===== src/design/can_ctl_pkg.sv =====
package can_ctl_pkg;

	// ----------------------------------------------------------------
	// geometry
	// ----------------------------------------------------------------
	localparam int NUM_FIFO  = 32;
	localparam int FIFO_W    = 5;
	localparam int ADR_W     = 12;
	localparam int NUM_SRC   = 9;
	localparam int MSG_BYTES = 16;

	// ----------------------------------------------------------------
	// register byte offsets
	// ----------------------------------------------------------------
	localparam logic [ADR_W-1:0] OFS_INT      = 12'h000;
	localparam logic [ADR_W-1:0] OFS_CON      = 12'h004;
	localparam logic [ADR_W-1:0] OFS_BASE     = 12'h008;
	localparam logic [ADR_W-1:0] OFS_FIFO_LO  = 12'h080;
	localparam logic [ADR_W-1:0] OFS_FIFO_HI  = 12'h0FC;

	// ----------------------------------------------------------------
	// module control fields
	// ----------------------------------------------------------------
	localparam int          CON_MODE_LSB = 21;
	localparam int          CON_MODE_MSB = 23;
	localparam int          CON_ON_BIT   = 15;
	localparam logic [2:0]  MODE_CONFIG  = 3'h4;
	localparam logic [2:0]  MODE_RESET   = 3'h4;

	// ----------------------------------------------------------------
	// interrupt sources: index into enable and flag vectors
	// ----------------------------------------------------------------
	localparam int SRC_TX   = 0;
	localparam int SRC_RX   = 1;
	localparam int SRC_TMR  = 2;
	localparam int SRC_MODE = 3;
	localparam int SRC_RXOV = 4;
	localparam int SRC_SERR = 5;
	localparam int SRC_CERR = 6;
	localparam int SRC_WAKE = 7;
	localparam int SRC_IVR  = 8;
	localparam int INT_EN_LSB = 16;

	// ----------------------------------------------------------------
	// fifo control fields
	// ----------------------------------------------------------------
	localparam int FC_SIZE_LSB = 16;
	localparam int FC_SIZE_MSB = 20;
	localparam int FC_RESET    = 14;
	localparam int FC_FIFO_DIRECTION_TX     = 7;
	localparam int FC_ABAT     = 6;
	localparam int FC_LARB     = 5;
	localparam int FC_TERR     = 4;
	localparam int FC_SEND_REQUEST    = 3;
	localparam int FC_AUTO_REMOTE_REPLY_EN    = 2;
	localparam int FC_PRIO_MSB = 1;

endpackage


===== src/design/can_buf_addr.sv =====
`timescale 1ns/1ps
`default_nettype none
module can_buf_addr
	import can_ctl_pkg::*;
(
	// layout
	input  wire logic [31:0]               base_i,
	input  wire logic [NUM_FIFO-1:0][4:0]  fsize_i,
	input  wire logic [FIFO_W-1:0]         sel_i,
	// start of the selected fifo
	output logic      [31:0]               addr_o
);

	logic [31:0] acc;

	// each fifo follows the ones before it, sized fsize+1 messages
	always_comb
	begin
		acc = {base_i[31:2], 2'h0};
		for (int k = 0; k < NUM_FIFO; k++)
		begin
			if (FIFO_W'(k) < sel_i)
			begin
				acc = acc + 32'(MSG_BYTES) * (32'(fsize_i[k]) + 32'h1);
			end
		end
		addr_o = acc;
	end

endmodule
`default_nettype wire


===== src/design/can_int_fifo_ctl.sv =====
// Operation
// - bit 31 enables the invalid-message interrupt request.
// - other enables sit at bits 30..27 and 19..16.
// - each flag sits sixteen below its enable; invalid-message at 15.
// - bits 26..20 and 10..4 of the interrupt register read zero.
// - system-error flag ignores software clears; cleared by module off.
// - fifo buffers follow one another from one 32-bit base address.
// - base address bits 1..0 are zero and read-only.
// - base address is written only in configuration mode 100.
// - fifo size and direction fields are written only in mode 100.
// - fifo bit 6 shows last message aborted (1) or completed (0).
// - aborted status changes only on completion, abort or fifo reset.
// - fifo bit 5 set when a message loses arbitration.
// - fifo bit 4 set on bus error during that fifo's send.
// - bits 5 and 4 clear on a read of that fifo's word and on fifo reset.
// - software sets send request; hardware clears it when all sent.
// - clearing a set send request asks for an abort.
// - send request writes are ignored on a receive fifo.
// - remote request sets send request when auto reply enabled.
// - two-bit priority orders transmit fifos, 11 highest.
`timescale 1ns/1ps
`default_nettype none
module can_int_fifo_ctl
	import can_ctl_pkg::*;
(
	// clock and reset
	input  wire logic                      clk_i,
	input  wire logic                      rst_i,
	// wishbone slave
	input  wire logic                      wb_cyc_i,
	input  wire logic                      wb_stb_i,
	input  wire logic                      wb_we_i,
	input  wire logic [ADR_W-1:0]          wb_adr_i,
	input  wire logic [3:0]                wb_sel_i,
	input  wire logic [31:0]               wb_dat_i,
	output logic      [31:0]               wb_dat_o,
	output logic                           wb_ack_o,
	// events from the protocol engine
	input  wire logic [NUM_SRC-1:0]        irq_event_i,
	input  wire logic [NUM_FIFO-1:0]       msg_done_i,
	input  wire logic [NUM_FIFO-1:0]       msg_aborted_i,
	input  wire logic [NUM_FIFO-1:0]       all_sent_i,
	input  wire logic [NUM_FIFO-1:0]       lost_arb_i,
	input  wire logic [NUM_FIFO-1:0]       tx_bus_err_i,
	input  wire logic [NUM_FIFO-1:0]       remote_rx_i,
	// buffer address lookup
	input  wire logic [FIFO_W-1:0]         addr_sel_i,
	output logic      [31:0]               fifo_addr_o,
	// status toward the protocol engine
	output logic                           irq_o,
	output logic      [2:0]                operating_mode_field_o,
	output logic                           module_on_o,
	output logic      [31:0]               buffer_base_addr_o,
	output logic      [NUM_FIFO-1:0]       send_request_o,
	output logic      [NUM_FIFO-1:0]       abort_req_o,
	output logic      [NUM_FIFO-1:0]       fifo_reset_o,
	output logic      [FIFO_W-1:0]         tx_fifo_sel_o,
	output logic                           tx_pending_o
);

	// ----------------------------------------------------------------
	// state
	// ----------------------------------------------------------------
	// whole block state, registered in one place
	typedef struct packed {
		logic                      ack;
		logic [31:0]               rdata;
		logic [NUM_SRC-1:0]        irq_en;
		logic [NUM_SRC-1:0]        irq_flag;
		logic [2:0]                opmode;
		logic                      on;
		logic [29:0]               base;
		logic [NUM_FIFO-1:0]       fifo_direction_tx;
		logic [NUM_FIFO-1:0]       abat;
		logic [NUM_FIFO-1:0]       larb;
		logic [NUM_FIFO-1:0]       terr;
		logic [NUM_FIFO-1:0]       send_request;
		logic [NUM_FIFO-1:0]       auto_remote_reply_en;
		logic [NUM_FIFO-1:0]       abort_req;
		logic [NUM_FIFO-1:0]       freset;
		logic [NUM_FIFO-1:0][1:0]  prio;
		logic [NUM_FIFO-1:0][4:0]  fsize;
		logic                      irq;
		logic [31:0]               fifo_addr;
		logic [FIFO_W-1:0]         tx_sel;
		logic                      tx_pend;
	} state_s;

	// st is the flops, next_st what they take at the next edge
	state_s st;
	state_s next_st;

	// ----------------------------------------------------------------
	// helpers
	// ----------------------------------------------------------------
	// decode and merge terms shared by the next-state logic
	logic              take;
	logic              wr;
	logic              rd;
	logic [31:0]       wmask;
	logic              hit_int;
	logic              hit_con;
	logic              hit_base;
	logic              hit_fifo;
	logic [FIFO_W-1:0] fidx;
	logic              cfg_mode;
	logic [31:0]       int_word;
	logic [31:0]       int_new;
	logic [31:0]       con_new;
	logic [31:0]       base_new;
	logic [31:0]       fc_new;
	logic [31:0]       fc_word;
	logic [31:0]       calc_addr;
	logic [FIFO_W-1:0] arb_sel;
	logic              arb_valid;
	logic [NUM_FIFO-1:0] fifo_wr;
	logic [NUM_FIFO-1:0] fifo_rd;
	logic [NUM_FIFO-1:0] sw_sets_req;

	// bus decode; a raised ack blocks a second take of a held strobe,
	// so each request costs two cycles and lands on the edge raising ack
	assign take     = wb_cyc_i && wb_stb_i && !st.ack;
	assign wr       = take && wb_we_i;
	assign rd       = take && !wb_we_i;
	assign wmask    = {{8{wb_sel_i[3]}}, {8{wb_sel_i[2]}},
	                   {8{wb_sel_i[1]}}, {8{wb_sel_i[0]}}};
	assign hit_int  = wb_adr_i == OFS_INT;
	assign hit_con  = wb_adr_i == OFS_CON;
	assign hit_base = wb_adr_i == OFS_BASE;
	assign hit_fifo = wb_adr_i >= OFS_FIFO_LO && wb_adr_i <= OFS_FIFO_HI
	                  && wb_adr_i[1:0] == 2'h0;
	assign fidx     = wb_adr_i[FIFO_W+1:2];
	assign cfg_mode = st.opmode == MODE_CONFIG;

	// interrupt word: enables high, flags sixteen below, gaps zero
	// gaps are tied off here, so writes to them simply vanish
	assign int_word = {st.irq_en[8:4], 7'h00, st.irq_en[3:0],
	                   st.irq_flag[8:4], 7'h00, st.irq_flag[3:0]};

	// byte-lane merge of write data into current contents
	// the fifo reset bit reads zero, so a merged write never repeats it
	assign int_new  = (int_word & ~wmask) | (wb_dat_i & wmask);
	assign con_new  = ({8'h00, st.opmode, 5'h00, st.on, 15'h0000} & ~wmask)
	                  | (wb_dat_i & wmask);
	assign base_new = ({st.base, 2'h0} & ~wmask) | (wb_dat_i & wmask);
	assign fc_word  = {11'h000, st.fsize[fidx], 8'h00, st.fifo_direction_tx[fidx],
	                   st.abat[fidx], st.larb[fidx], st.terr[fidx],
	                   st.send_request[fidx], st.auto_remote_reply_en[fidx], st.prio[fidx]};
	assign fc_new   = (fc_word & ~wmask) | (wb_dat_i & wmask);

	// ----------------------------------------------------------------
	// per-fifo access strobes
	// ----------------------------------------------------------------
	// one strobe per fifo keeps the next-state loop short; a software
	// set of the send request is marked apart because it outranks an
	// engine completion in the same cycle
	for (genvar g = 0; g < NUM_FIFO; g++)
	begin : g_fifo
		assign fifo_wr[g]     = wr && hit_fifo && fidx == FIFO_W'(g);
		assign fifo_rd[g]     = rd && hit_fifo && fidx == FIFO_W'(g);
		assign sw_sets_req[g] = fifo_wr[g] && fc_new[FC_SEND_REQUEST]
		                        && st.fifo_direction_tx[g];
	end

	// ----------------------------------------------------------------
	// submodules
	// ----------------------------------------------------------------
	// start address of the fifo that the engine asks about
	can_buf_addr u_addr
	(
		.base_i  ({st.base, 2'h0}),
		.fsize_i (st.fsize),
		.sel_i   (addr_sel_i),
		.addr_o  (calc_addr)
	);

	// winner among transmit fifos with a pending send request
	can_tx_arbiter u_arb
	(
		.pending_i (st.send_request & st.fifo_direction_tx),
		.prio_i    (st.prio),
		.sel_o     (arb_sel),
		.valid_o   (arb_valid)
	);

	// ----------------------------------------------------------------
	// next state
	// ----------------------------------------------------------------
	always_comb
	begin
		next_st           = st;
		next_st.ack       = take;
		next_st.abort_req = '0;
		next_st.freset    = '0;

		// read data, captured before any read side effect
		// a fifo read also clears that fifo's sticky error bits below
		if (rd)
		begin
			if (hit_int)
				next_st.rdata = int_word;
			else if (hit_con)
				next_st.rdata = {8'h00, st.opmode, 5'h00, st.on, 15'h0000};
			else if (hit_base)
				next_st.rdata = {st.base, 2'h0};
			else if (hit_fifo)
				next_st.rdata = fc_word;
			else
				next_st.rdata = 32'h0000_0000;
		end
		else
		begin
			next_st.rdata = st.rdata;
		end

		// interrupt register write, then hardware sets win
		// the system-error flag survives software writes so that a fault
		// cannot be hidden; only switching the module off clears it
		if (wr && hit_int)
		begin
			next_st.irq_en = {int_new[31:27], int_new[19:16]};
			next_st.irq_flag = {int_new[15:11], int_new[3:0]};
			next_st.irq_flag[SRC_SERR] = st.irq_flag[SRC_SERR];
		end
		if (wr && hit_con)
		begin
			next_st.opmode = con_new[CON_MODE_MSB:CON_MODE_LSB];
			next_st.on     = con_new[CON_ON_BIT];
			if (!con_new[CON_ON_BIT] && st.on)
				next_st.irq_flag[SRC_SERR] = 1'b0;
		end
		next_st.irq_flag = next_st.irq_flag | irq_event_i;

		// base address only in configuration mode
		// so the buffer layout never moves under a running engine
		if (wr && hit_base && cfg_mode)
			next_st.base = base_new[31:2];

		// per-fifo control and status; the order of the updates below
		// decides who wins when events and software meet in one cycle
		for (int k = 0; k < NUM_FIFO; k++)
		begin
			// software access to this fifo's control word
			if (fifo_wr[k])
			begin
				if (cfg_mode)
				begin
					next_st.fsize[k] = fc_new[FC_SIZE_MSB:FC_SIZE_LSB];
					next_st.fifo_direction_tx[k]  = fc_new[FC_FIFO_DIRECTION_TX];
				end
				next_st.auto_remote_reply_en[k] = fc_new[FC_AUTO_REMOTE_REPLY_EN];
				next_st.prio[k]  = fc_new[FC_PRIO_MSB:0];
				next_st.freset[k] = fc_new[FC_RESET];
				// clearing a set request only pulses the abort; the bit
				// stays up until the engine reports, so software can poll
				if (st.fifo_direction_tx[k])
				begin
					if (fc_new[FC_SEND_REQUEST])
						next_st.send_request[k] = 1'b1;
					else if (st.send_request[k])
						next_st.abort_req[k] = 1'b1;
				end
			end
			if (fifo_rd[k])
			begin
				next_st.larb[k] = 1'b0;
				next_st.terr[k] = 1'b0;
			end

			// engine completion clears the request unless set this cycle
			// a remote request below may raise it again in the same cycle
			if ((all_sent_i[k] || msg_aborted_i[k]) && !sw_sets_req[k])
				next_st.send_request[k] = 1'b0;
			if (remote_rx_i[k] && st.auto_remote_reply_en[k] && st.fifo_direction_tx[k])
				next_st.send_request[k] = 1'b1;

			// aborted status moves only on completion, abort or reset
			if (msg_aborted_i[k])
				next_st.abat[k] = 1'b1;
			else if (msg_done_i[k])
				next_st.abat[k] = 1'b0;

			// fifo reset, held one cycle as a pulse
			// reset outranks completion but not a fresh error event
			if (st.freset[k])
			begin
				next_st.abat[k]  = 1'b0;
				next_st.larb[k]  = 1'b0;
				next_st.terr[k]  = 1'b0;
				next_st.send_request[k] = 1'b0;
			end

			// sticky transmit errors, set wins over any clear
			if (lost_arb_i[k])
				next_st.larb[k] = 1'b1;
			if (tx_bus_err_i[k])
				next_st.terr[k] = 1'b1;
		end

		// registered outputs
		// irq, buffer address and arbiter result all lag one cycle
		next_st.irq       = |(st.irq_flag & st.irq_en);
		next_st.fifo_addr = calc_addr;
		next_st.tx_sel    = arb_sel;
		next_st.tx_pend   = arb_valid;
	end

	// ----------------------------------------------------------------
	// state register
	// ----------------------------------------------------------------
	// synchronous reset; the block wakes in configuration mode so the
	// buffer layout can be set before the module is switched on
	always_ff @(posedge clk_i)
	begin
		if (rst_i)
		begin
			st        <= '0;
			st.opmode <= MODE_RESET;
		end
		else
		begin
			st <= next_st;
		end
	end

	// ----------------------------------------------------------------
	// outputs
	// ----------------------------------------------------------------
	// ports read the state flops directly, no logic after them
	assign wb_dat_o               = st.rdata;
	assign wb_ack_o               = st.ack;
	assign irq_o                  = st.irq;
	assign operating_mode_field_o = st.opmode;
	assign module_on_o            = st.on;
	assign buffer_base_addr_o     = {st.base, 2'h0};
	assign send_request_o         = st.send_request;
	assign abort_req_o            = st.abort_req;
	assign fifo_reset_o           = st.freset;
	assign fifo_addr_o            = st.fifo_addr;
	assign tx_fifo_sel_o          = st.tx_sel;
	assign tx_pending_o           = st.tx_pend;

endmodule
`default_nettype wire


===== src/design/can_tx_arbiter.sv =====
`timescale 1ns/1ps
`default_nettype none
module can_tx_arbiter
	import can_ctl_pkg::*;
(
	// candidates
	input  wire logic [NUM_FIFO-1:0]       pending_i,
	input  wire logic [NUM_FIFO-1:0][1:0]  prio_i,
	// winner
	output logic      [FIFO_W-1:0]         sel_o,
	output logic                           valid_o
);

	logic [1:0] best;

	// highest priority wins, lowest index on a tie
	always_comb
	begin
		sel_o   = '0;
		valid_o = 1'b0;
		best    = 2'h0;
		for (int k = NUM_FIFO - 1; k >= 0; k--)
		begin
			if (pending_i[k] && (!valid_o || prio_i[k] >= best))
			begin
				sel_o   = FIFO_W'(k);
				best    = prio_i[k];
				valid_o = 1'b1;
			end
		end
	end

endmodule
`default_nettype wire


===== config.mk =====
export PLATFORM = sky130hd
export DESIGN_NAME = can_int_fifo_ctl
export DESIGN_NICKNAME = d
export VERILOG_FILES = /design/src/design/can_ctl_pkg.sv /design/src/design/can_buf_addr.sv /design/src/design/can_int_fifo_ctl.sv /design/src/design/can_tx_arbiter.sv
export SDC_FILE = /design/constraint.sdc
export NUM_CORES = 2
export LEC_CHECK = 0
export ABC_AREA = 1
export BUFFER_PORTS_ARGS = -buffer_cell sky130_fd_sc_hd__clkbuf_2
export CORE_MARGIN = 2
export CORE_UTILIZATION = 45
export DETAILED_ROUTE_END_ITERATION = 10
export GPL_ROUTABILITY_DRIVEN = 0
export GPL_TIMING_DRIVEN = 0
export PLACE_DENSITY = 0.64
export RECOVER_POWER = 100
export SLEW_MARGIN = 0
export SYNTH_ARGS = -nofsm -noshare
export SYNTH_HDL_FRONTEND = slang
export SYNTH_HIERARCHICAL = 1
export SYNTH_SLANG_ARGS = --single-unit

===== constraint.sdc =====
create_clock -name clk_i -period 34.5 [get_ports clk_i]
set_input_delay 1.725 -clock clk_i [delete_from_list [all_inputs] [get_ports clk_i]]
set_output_delay 1.725 -clock clk_i [all_outputs]
set_load 0.03 [all_outputs]

## Word level (Yosys, flattened, before mapping)

Index checks and enable logic that the tools add are counted.
W data, S select, Z words.

- Output and inout bits: 204
- Word-level logic and storage cells: 1836
- Bits of input ports: 259
- Register bits after elaboration: 604

- Reductions and logical operators: 758
- Muxes and demuxes: 502
- Eq/ne operators: 34
- Order comparisons: 66
- Add/subtract/negate cells: 64
- Bitwise gates (word level): 77

Operators by type and width:

| operator | count |
|---|---|
| $mux W32 | 35 |
| $add A32 B32 Y32 | 32 |
| $reduce_bool A3 Y1 | 160 |
| $mux W1 | 394 |
| $logic_and A1 B1 Y1 | 268 |
| $add A5 B1 Y6 const B | 32 |
| $reduce_or A2 Y1 | 65 |
| $and A32 B32 Y32 | 4 |
| $reduce_or A4 Y1 | 32 |
| $reduce_and A3 Y1 | 32 |
| $mux W5 | 17 |
| $eq A5 B5 Y1 const B | 16 |
| $lt A5 B5 Y1 const A | 16 |
| $mux W2 | 34 |
| $logic_not A1 Y1 | 66 |
| $not A1 Y1 | 64 |
| $or A32 B32 Y32 | 2 |
| $reduce_and A2 Y1 | 32 |
| $reduce_bool A2 Y1 | 32 |
| $logic_or A1 B1 Y1 | 63 |
| $ge A2 B2 Y1 | 31 |
| $eq A5 B4 Y1 const B | 8 |
| $lt A4 B5 Y1 const A | 8 |
| $mux W4 | 8 |
| 32 further kinds | 50 |

## Depth between registers and ports, before layout

- Word-level depth: 126
- Depth in mapped cells: 262
- Gate-level depth less buffers: 262

## By module

Netlist, hierarchy kept.

By module, submodules not included:

| module | area an instance (sq um) | times used | cells each | seq. area each (sq um) |
|---|---|---|---|---|
| can_buf_addr | 34365.5 | 1 | 6705 | 0.0 |
| can_int_fifo_ctl | 29612.2 | 1 | 4407 | 12091.6 |
| can_tx_arbiter | 3166.8 | 1 | 586 | 0.0 |

## Least setup slack after synthesis

OpenSTA, ideal clock, no wires.

- Kind: input to register
- Start: input addr_sel_i[3]
- End: register st, in the netlist fifo_addr_o[31]
- Setup time: 0.128 ns
- Cell stages on the path: 131
- Required time: 34.372 ns
- Data arrival time: 27.325 ns
- Slack: 7.047 ns
- Path buffers: 4
- Path through: buf_6 -> nor2_8 -> nand3_4 -> buf_12 -> buf_8 -> inv_1 -> clkbuf_1 -> nand2_1 -> nand2_1 -> ha_1 -> fa_1 -> nand2_1 -> nand2_1 -> fa_1 -> nor2_1 -> a31oi_1 -> fa_1 -> nand2_1 -> [95 not listed] -> nor2_1 -> nand2_1 -> nor2_1 -> nand3_1 -> nor2_1 -> nand3_1 -> nor2_2 -> nand3_2 -> nor2_2 -> inv_1 -> nor2_2 -> nand2_1 -> nor2_1 -> nand2_1 -> nand3_1 -> nand2_1 -> inv_1 -> nor2_1

- Cells in the longest elaborated chain, start to end: 64
- Elaborated cells on any way between the ends: 95
- Those cells by class: 31 x add/sub; 32 x order compare; 32 x mux

RTL lines:

| what | RTL line | RTL |
|---|---|---|
| start, declared | can_int_fifo_ctl.sv:47 | `input wire logic [FIFO_W-1:0] addr_sel_i,` |
| $lt A1 B5 Y1 | can_buf_addr.sv:22 | `if (FIFO_W'(k) < sel_i)` |
| $mux W32 | can_buf_addr.sv:22 |  |
| $add A32 B32 Y32 | can_buf_addr.sv:24 | `acc = acc + 32'(MSG_BYTES) * (32'(fsize_i[k]) + 32'h1);` |
| $mux W32 | can_buf_addr.sv:22 |  |
| $add A32 B32 Y32 | can_buf_addr.sv:24 |  |
| $mux W32 | can_buf_addr.sv:22 |  |
| $add A32 B32 Y32 | can_buf_addr.sv:24 |  |
| $mux W32 | can_buf_addr.sv:22 |  |
| [49 not listed] | - |  |
| $mux W32 | can_buf_addr.sv:22 |  |
| $add A32 B32 Y32 | can_buf_addr.sv:24 |  |
| $mux W32 | can_buf_addr.sv:22 |  |
| $add A32 B32 Y32 | can_buf_addr.sv:24 |  |
| $mux W32 | can_buf_addr.sv:22 |  |
| $add A32 B32 Y32 | can_buf_addr.sv:24 |  |
| $mux W32 (*) | can_buf_addr.sv:22 |  |
| named net calc_addr[31] | can_int_fifo_ctl.sv:113 | `logic [31:0] calc_addr;` |
| end signal, assigned | can_int_fifo_ctl.sv:322 | `st <= next_st;` |
| end, declared | can_int_fifo_ctl.sv:90 | `state_s st;` |

The timed path passes the listed nets; every way through them passes the cells marked *.
A chain may end at the register's enable or synchronous reset.

## Final worst setup path

- Start: register st, in the netlist send_request_o[31]
- End: register st, in the netlist tx_fifo_sel_o[4]

- Cells in the longest elaborated chain, start to end: 126
- Elaborated cells on any way between the ends: 204
- Those cells by class: 31 x order compare; 78 x mux; 1 x bitwise; 94 x reduce/logical

RTL lines:

| what | RTL line | RTL |
|---|---|---|
| $and A32 B32 Y32 (*) | can_int_fifo_ctl.sv:180 | `.pending_i (st.send_request & st.fifo_direction_tx),` |
| $mux W2 / $mux W1 (equally long branches) | can_tx_arbiter.sv:24 | `if (pending_i[k] && (!valid_o \|\| prio_i[k] >= best))` |
| $ge A2 B2 Y1 / $logic_not A1 Y1 (equally long branches) | can_tx_arbiter.sv:24 |  |
| $logic_or A1 B1 Y1 | can_tx_arbiter.sv:24 |  |
| $logic_and A1 B1 Y1 | can_tx_arbiter.sv:24 |  |
| $mux W2 / $mux W1 (equally long branches) | can_tx_arbiter.sv:24 |  |
| $ge A2 B2 Y1 / $logic_not A1 Y1 (equally long branches) | can_tx_arbiter.sv:24 |  |
| $logic_or A1 B1 Y1 | can_tx_arbiter.sv:24 |  |
| [110 not listed] | - |  |
| $ge A2 B2 Y1 / $logic_not A1 Y1 (equally long branches) | can_tx_arbiter.sv:24 |  |
| $logic_or A1 B1 Y1 | can_tx_arbiter.sv:24 |  |
| $logic_and A1 B1 Y1 | can_tx_arbiter.sv:24 |  |
| $mux W2 / $mux W1 (equally long branches) | can_tx_arbiter.sv:24 |  |
| $ge A2 B2 Y1 / $logic_not A1 Y1 (equally long branches) | can_tx_arbiter.sv:24 |  |
| $logic_or A1 B1 Y1 | can_tx_arbiter.sv:24 |  |
| $logic_and A1 B1 Y1 | can_tx_arbiter.sv:24 |  |
| $reduce_or A17 Y1 (no line) | - |  |

Every way passes the cells marked *; elsewhere a longest branch is shown, timed or not.

==> qor.yml <==
setup_violations: 0
fin_crit_sh: 0.918
htreeDepth: 2
rows: 141
dieArea_sq_um: 152000
fin_skew_ps: 31.2
yosys_warnings: 6
cts_made_buffers: 59
final_nets: 12800
hp-class: "reg2reg"
crit_type: "reg2reg"
synth.distinct_cells: 67
synth.top_cell.area_share: 0.180
grt_max_degree: 16
post-dp-hpwl_um: 197000
grt_pass1_vias: 68700
grt_usage: 0.307
drtIter0Drc: 7018
clockBufferDepth: 3
drt_wl_total_um: 242000
fill_cells: 15800
via_per_inst: 5.28
grt-ovfl-total: 0
synth.most_common_cell: "nand2_1"
maxCapViolCount: 6
status: "complete, but fails checks"
tightestPinTransition_ps: 1640
timing.final.hold_violations: 0
start_util: 0.454
ys_top_cells_by_area: "dfxtp_1 18%, nand2_1 16%, nor2_1 9.5%"
ys_ff_latch: 604
maxClockFrequency_mhz: 31.6
worst_slack_ps: 2830
crit_top_cell: "nand2_2"
core_area_sq_um: 148000
synth-seq-area-share: 0.180
critPathLaunchType: "flop"
synthFlopType: "dfxtp_1"
slowest_delay_ps: 480
hold_ws_ps: 466
clkLatencyLatePin_ps: 670
via_count: 75000
clockRootBuffer: "clkbuf_16"
grt_first_pass_wirelength_um: 375000
avgSynthCellArea_sq_um: 5.74
grt_setup_unrepaired: "no"
io_pins: 463
drive_gt1_frac: 0.157
relSlewSlack: -0.102
ctsHoldBuffers: 0
drc: 0
die_h_um: 390
wl_per_cell_um: 17.0
syn_area_sq_um: 67100
cp.arrival_ps: 32260
cts_tree: "done"
ys_async_sr_fraction: 0
synthCells: 11700
pre_cts_ws_ps: 3810
rrSetupSlack_ps: 2830
violations: "capacitance limit, slew limit"
critical_path.slowest_cell: "o21ai_0"
powerDensity_nw_per_um2: 27.3
worstPathMaxFanout: 7
io_buffers: 454
final_util: 0.496
p_leak_nw: 35.5
ir_drop_mv: 0.0407
clk_pin_slew_ps: 70
crit_required_ps: 35090
ys_top_cells_by_count: "2896 x nand2_1, 1696 x nor2_1, 1628 x inv_1"
firstDrtPassIters: 11
post_cts_resized: 0
die_x_um: 390
synthToLayoutAreaGrowth_pct: 9.36
cts_setup_buffers: 0
tns_ps: 0
min_period_ps: 31670
drv_slew: 59
ant_nets: 0
endpoint_kind: "flop"
clkSinkCount: 604
yosysTopAreaCell: "dfxtp_1"
antenna_found_initial: 10
synth-edff-count: 0
stage by stage:
step	power (W)	area, sq um	instances
floorplan	0.00113	67200	11700
global placement	0.00126	71800	14100
detailed placement	0.00128	71800	14100
CTS	0.00199	73900	14200
global route	0.00209	73400	14200
finish	0.00200	73400	14200
final cells by class:
| class | count | area, sq um | area share |
|---|---|---|---|
| multi-input cells | 8765 | 45200 | 0.615 |
| flip-flops and latches | 604 | 12100 | 0.165 |
| inverters | 1895 | 7160 | 0.0975 |
| plain buffers | 436 | 2480 | 0.0337 |
| well taps | 1930 | 2410 | 0.0329 |
| repair buffers | 454 | 2020 | 0.0275 |
| clock buffers | 82 | 1710 | 0.0233 |
| clock inverters | 27 | 374 | 0.00509 |
| diodes | 8 | 20.0 | 0.000273 |
layout by cell type (no fill, tap or decap), types with 206 or more instances in the layout:
cell	n
nand2_2	621
dfxtp_1	604
a21oi_1	450
buf_4	206
clkbuf_1	381
clkbuf_2	251
nand3_1	950
inv_1	1629
o21ai_0	354
nor2_1	1722
ha_1	254
nand2_1	2899
inv_2	210
registers in the layout, indices dropped and copies added, names as in the netlist, named ones only:
name and count:
st 384, abort_req_o 32, fifo_addr_o 32, fifo_reset_o 32
send_request_o 32, wb_dat_o 32, int_word 9, tx_fifo_sel_o 5
irq_o 1, module_on_o 1, tx_pending_o 1, wb_ack_o 1
path summary, 6_finish.rpt:
check | end | from | depth (start not counted)
worst max register to register | tx_fifo_sel_o[4] | send_request_o[31] | 229
worst min register to register | wb_dat_o[20] | wb_dat_o[20] | 2
worst max-delay path | tx_fifo_sel_o[4] | send_request_o[31] | 229
worst min-delay path | wb_dat_o[20] | wb_dat_o[20] | 2
report_power, final:
group | switching, W | total [W] | internal (W) | leakage [nW]
Clock | 0.000314 | 0.000721 | 0.000407 | 1.02
Sequential | 0.00000555 | 0.000716 | 0.000710 | 4.90
Combinational | 0.000371 | 0.000566 | 0.000195 | 29.6
worst max-delay path: cells and delay by family, from the launching register on:
kind	cells	cell delay, ps
AOI/OAI and AO/OA	59	8300
and+or+nand+nor	116	12230
DFF	1	470
adders and majority gates	31	8770
buffers and inverters	23	1730
cell families (layout without fill, tap and decap cells):
group                      count (synthesis)  after routing  share of synthesized area
AOI/OAI and AO/OA                       1267           1267                      0.108
xor gates and xnor gates                 201            201                     0.0264
adders and majority gates                285            285                     0.0566
buffers and inverters                   2331           2894                      0.145
DFF                                      604            604                      0.180
other                                      2             12                   0.000112
and+or+nand+nor                         7008           7008                      0.484
routing by layer:
layer | track usage | vias up | wire (um)
li1 | - | 37600 | -
met1 | 0.393 | 33500 | 102000
met4 | 0.177 | 4 | 17600
met5 | 0 | - | 26
met3 | 0.0436 | 767 | 19600
met2 | 0.491 | 3052 | 103000
(Power assumes the default switching activity.)
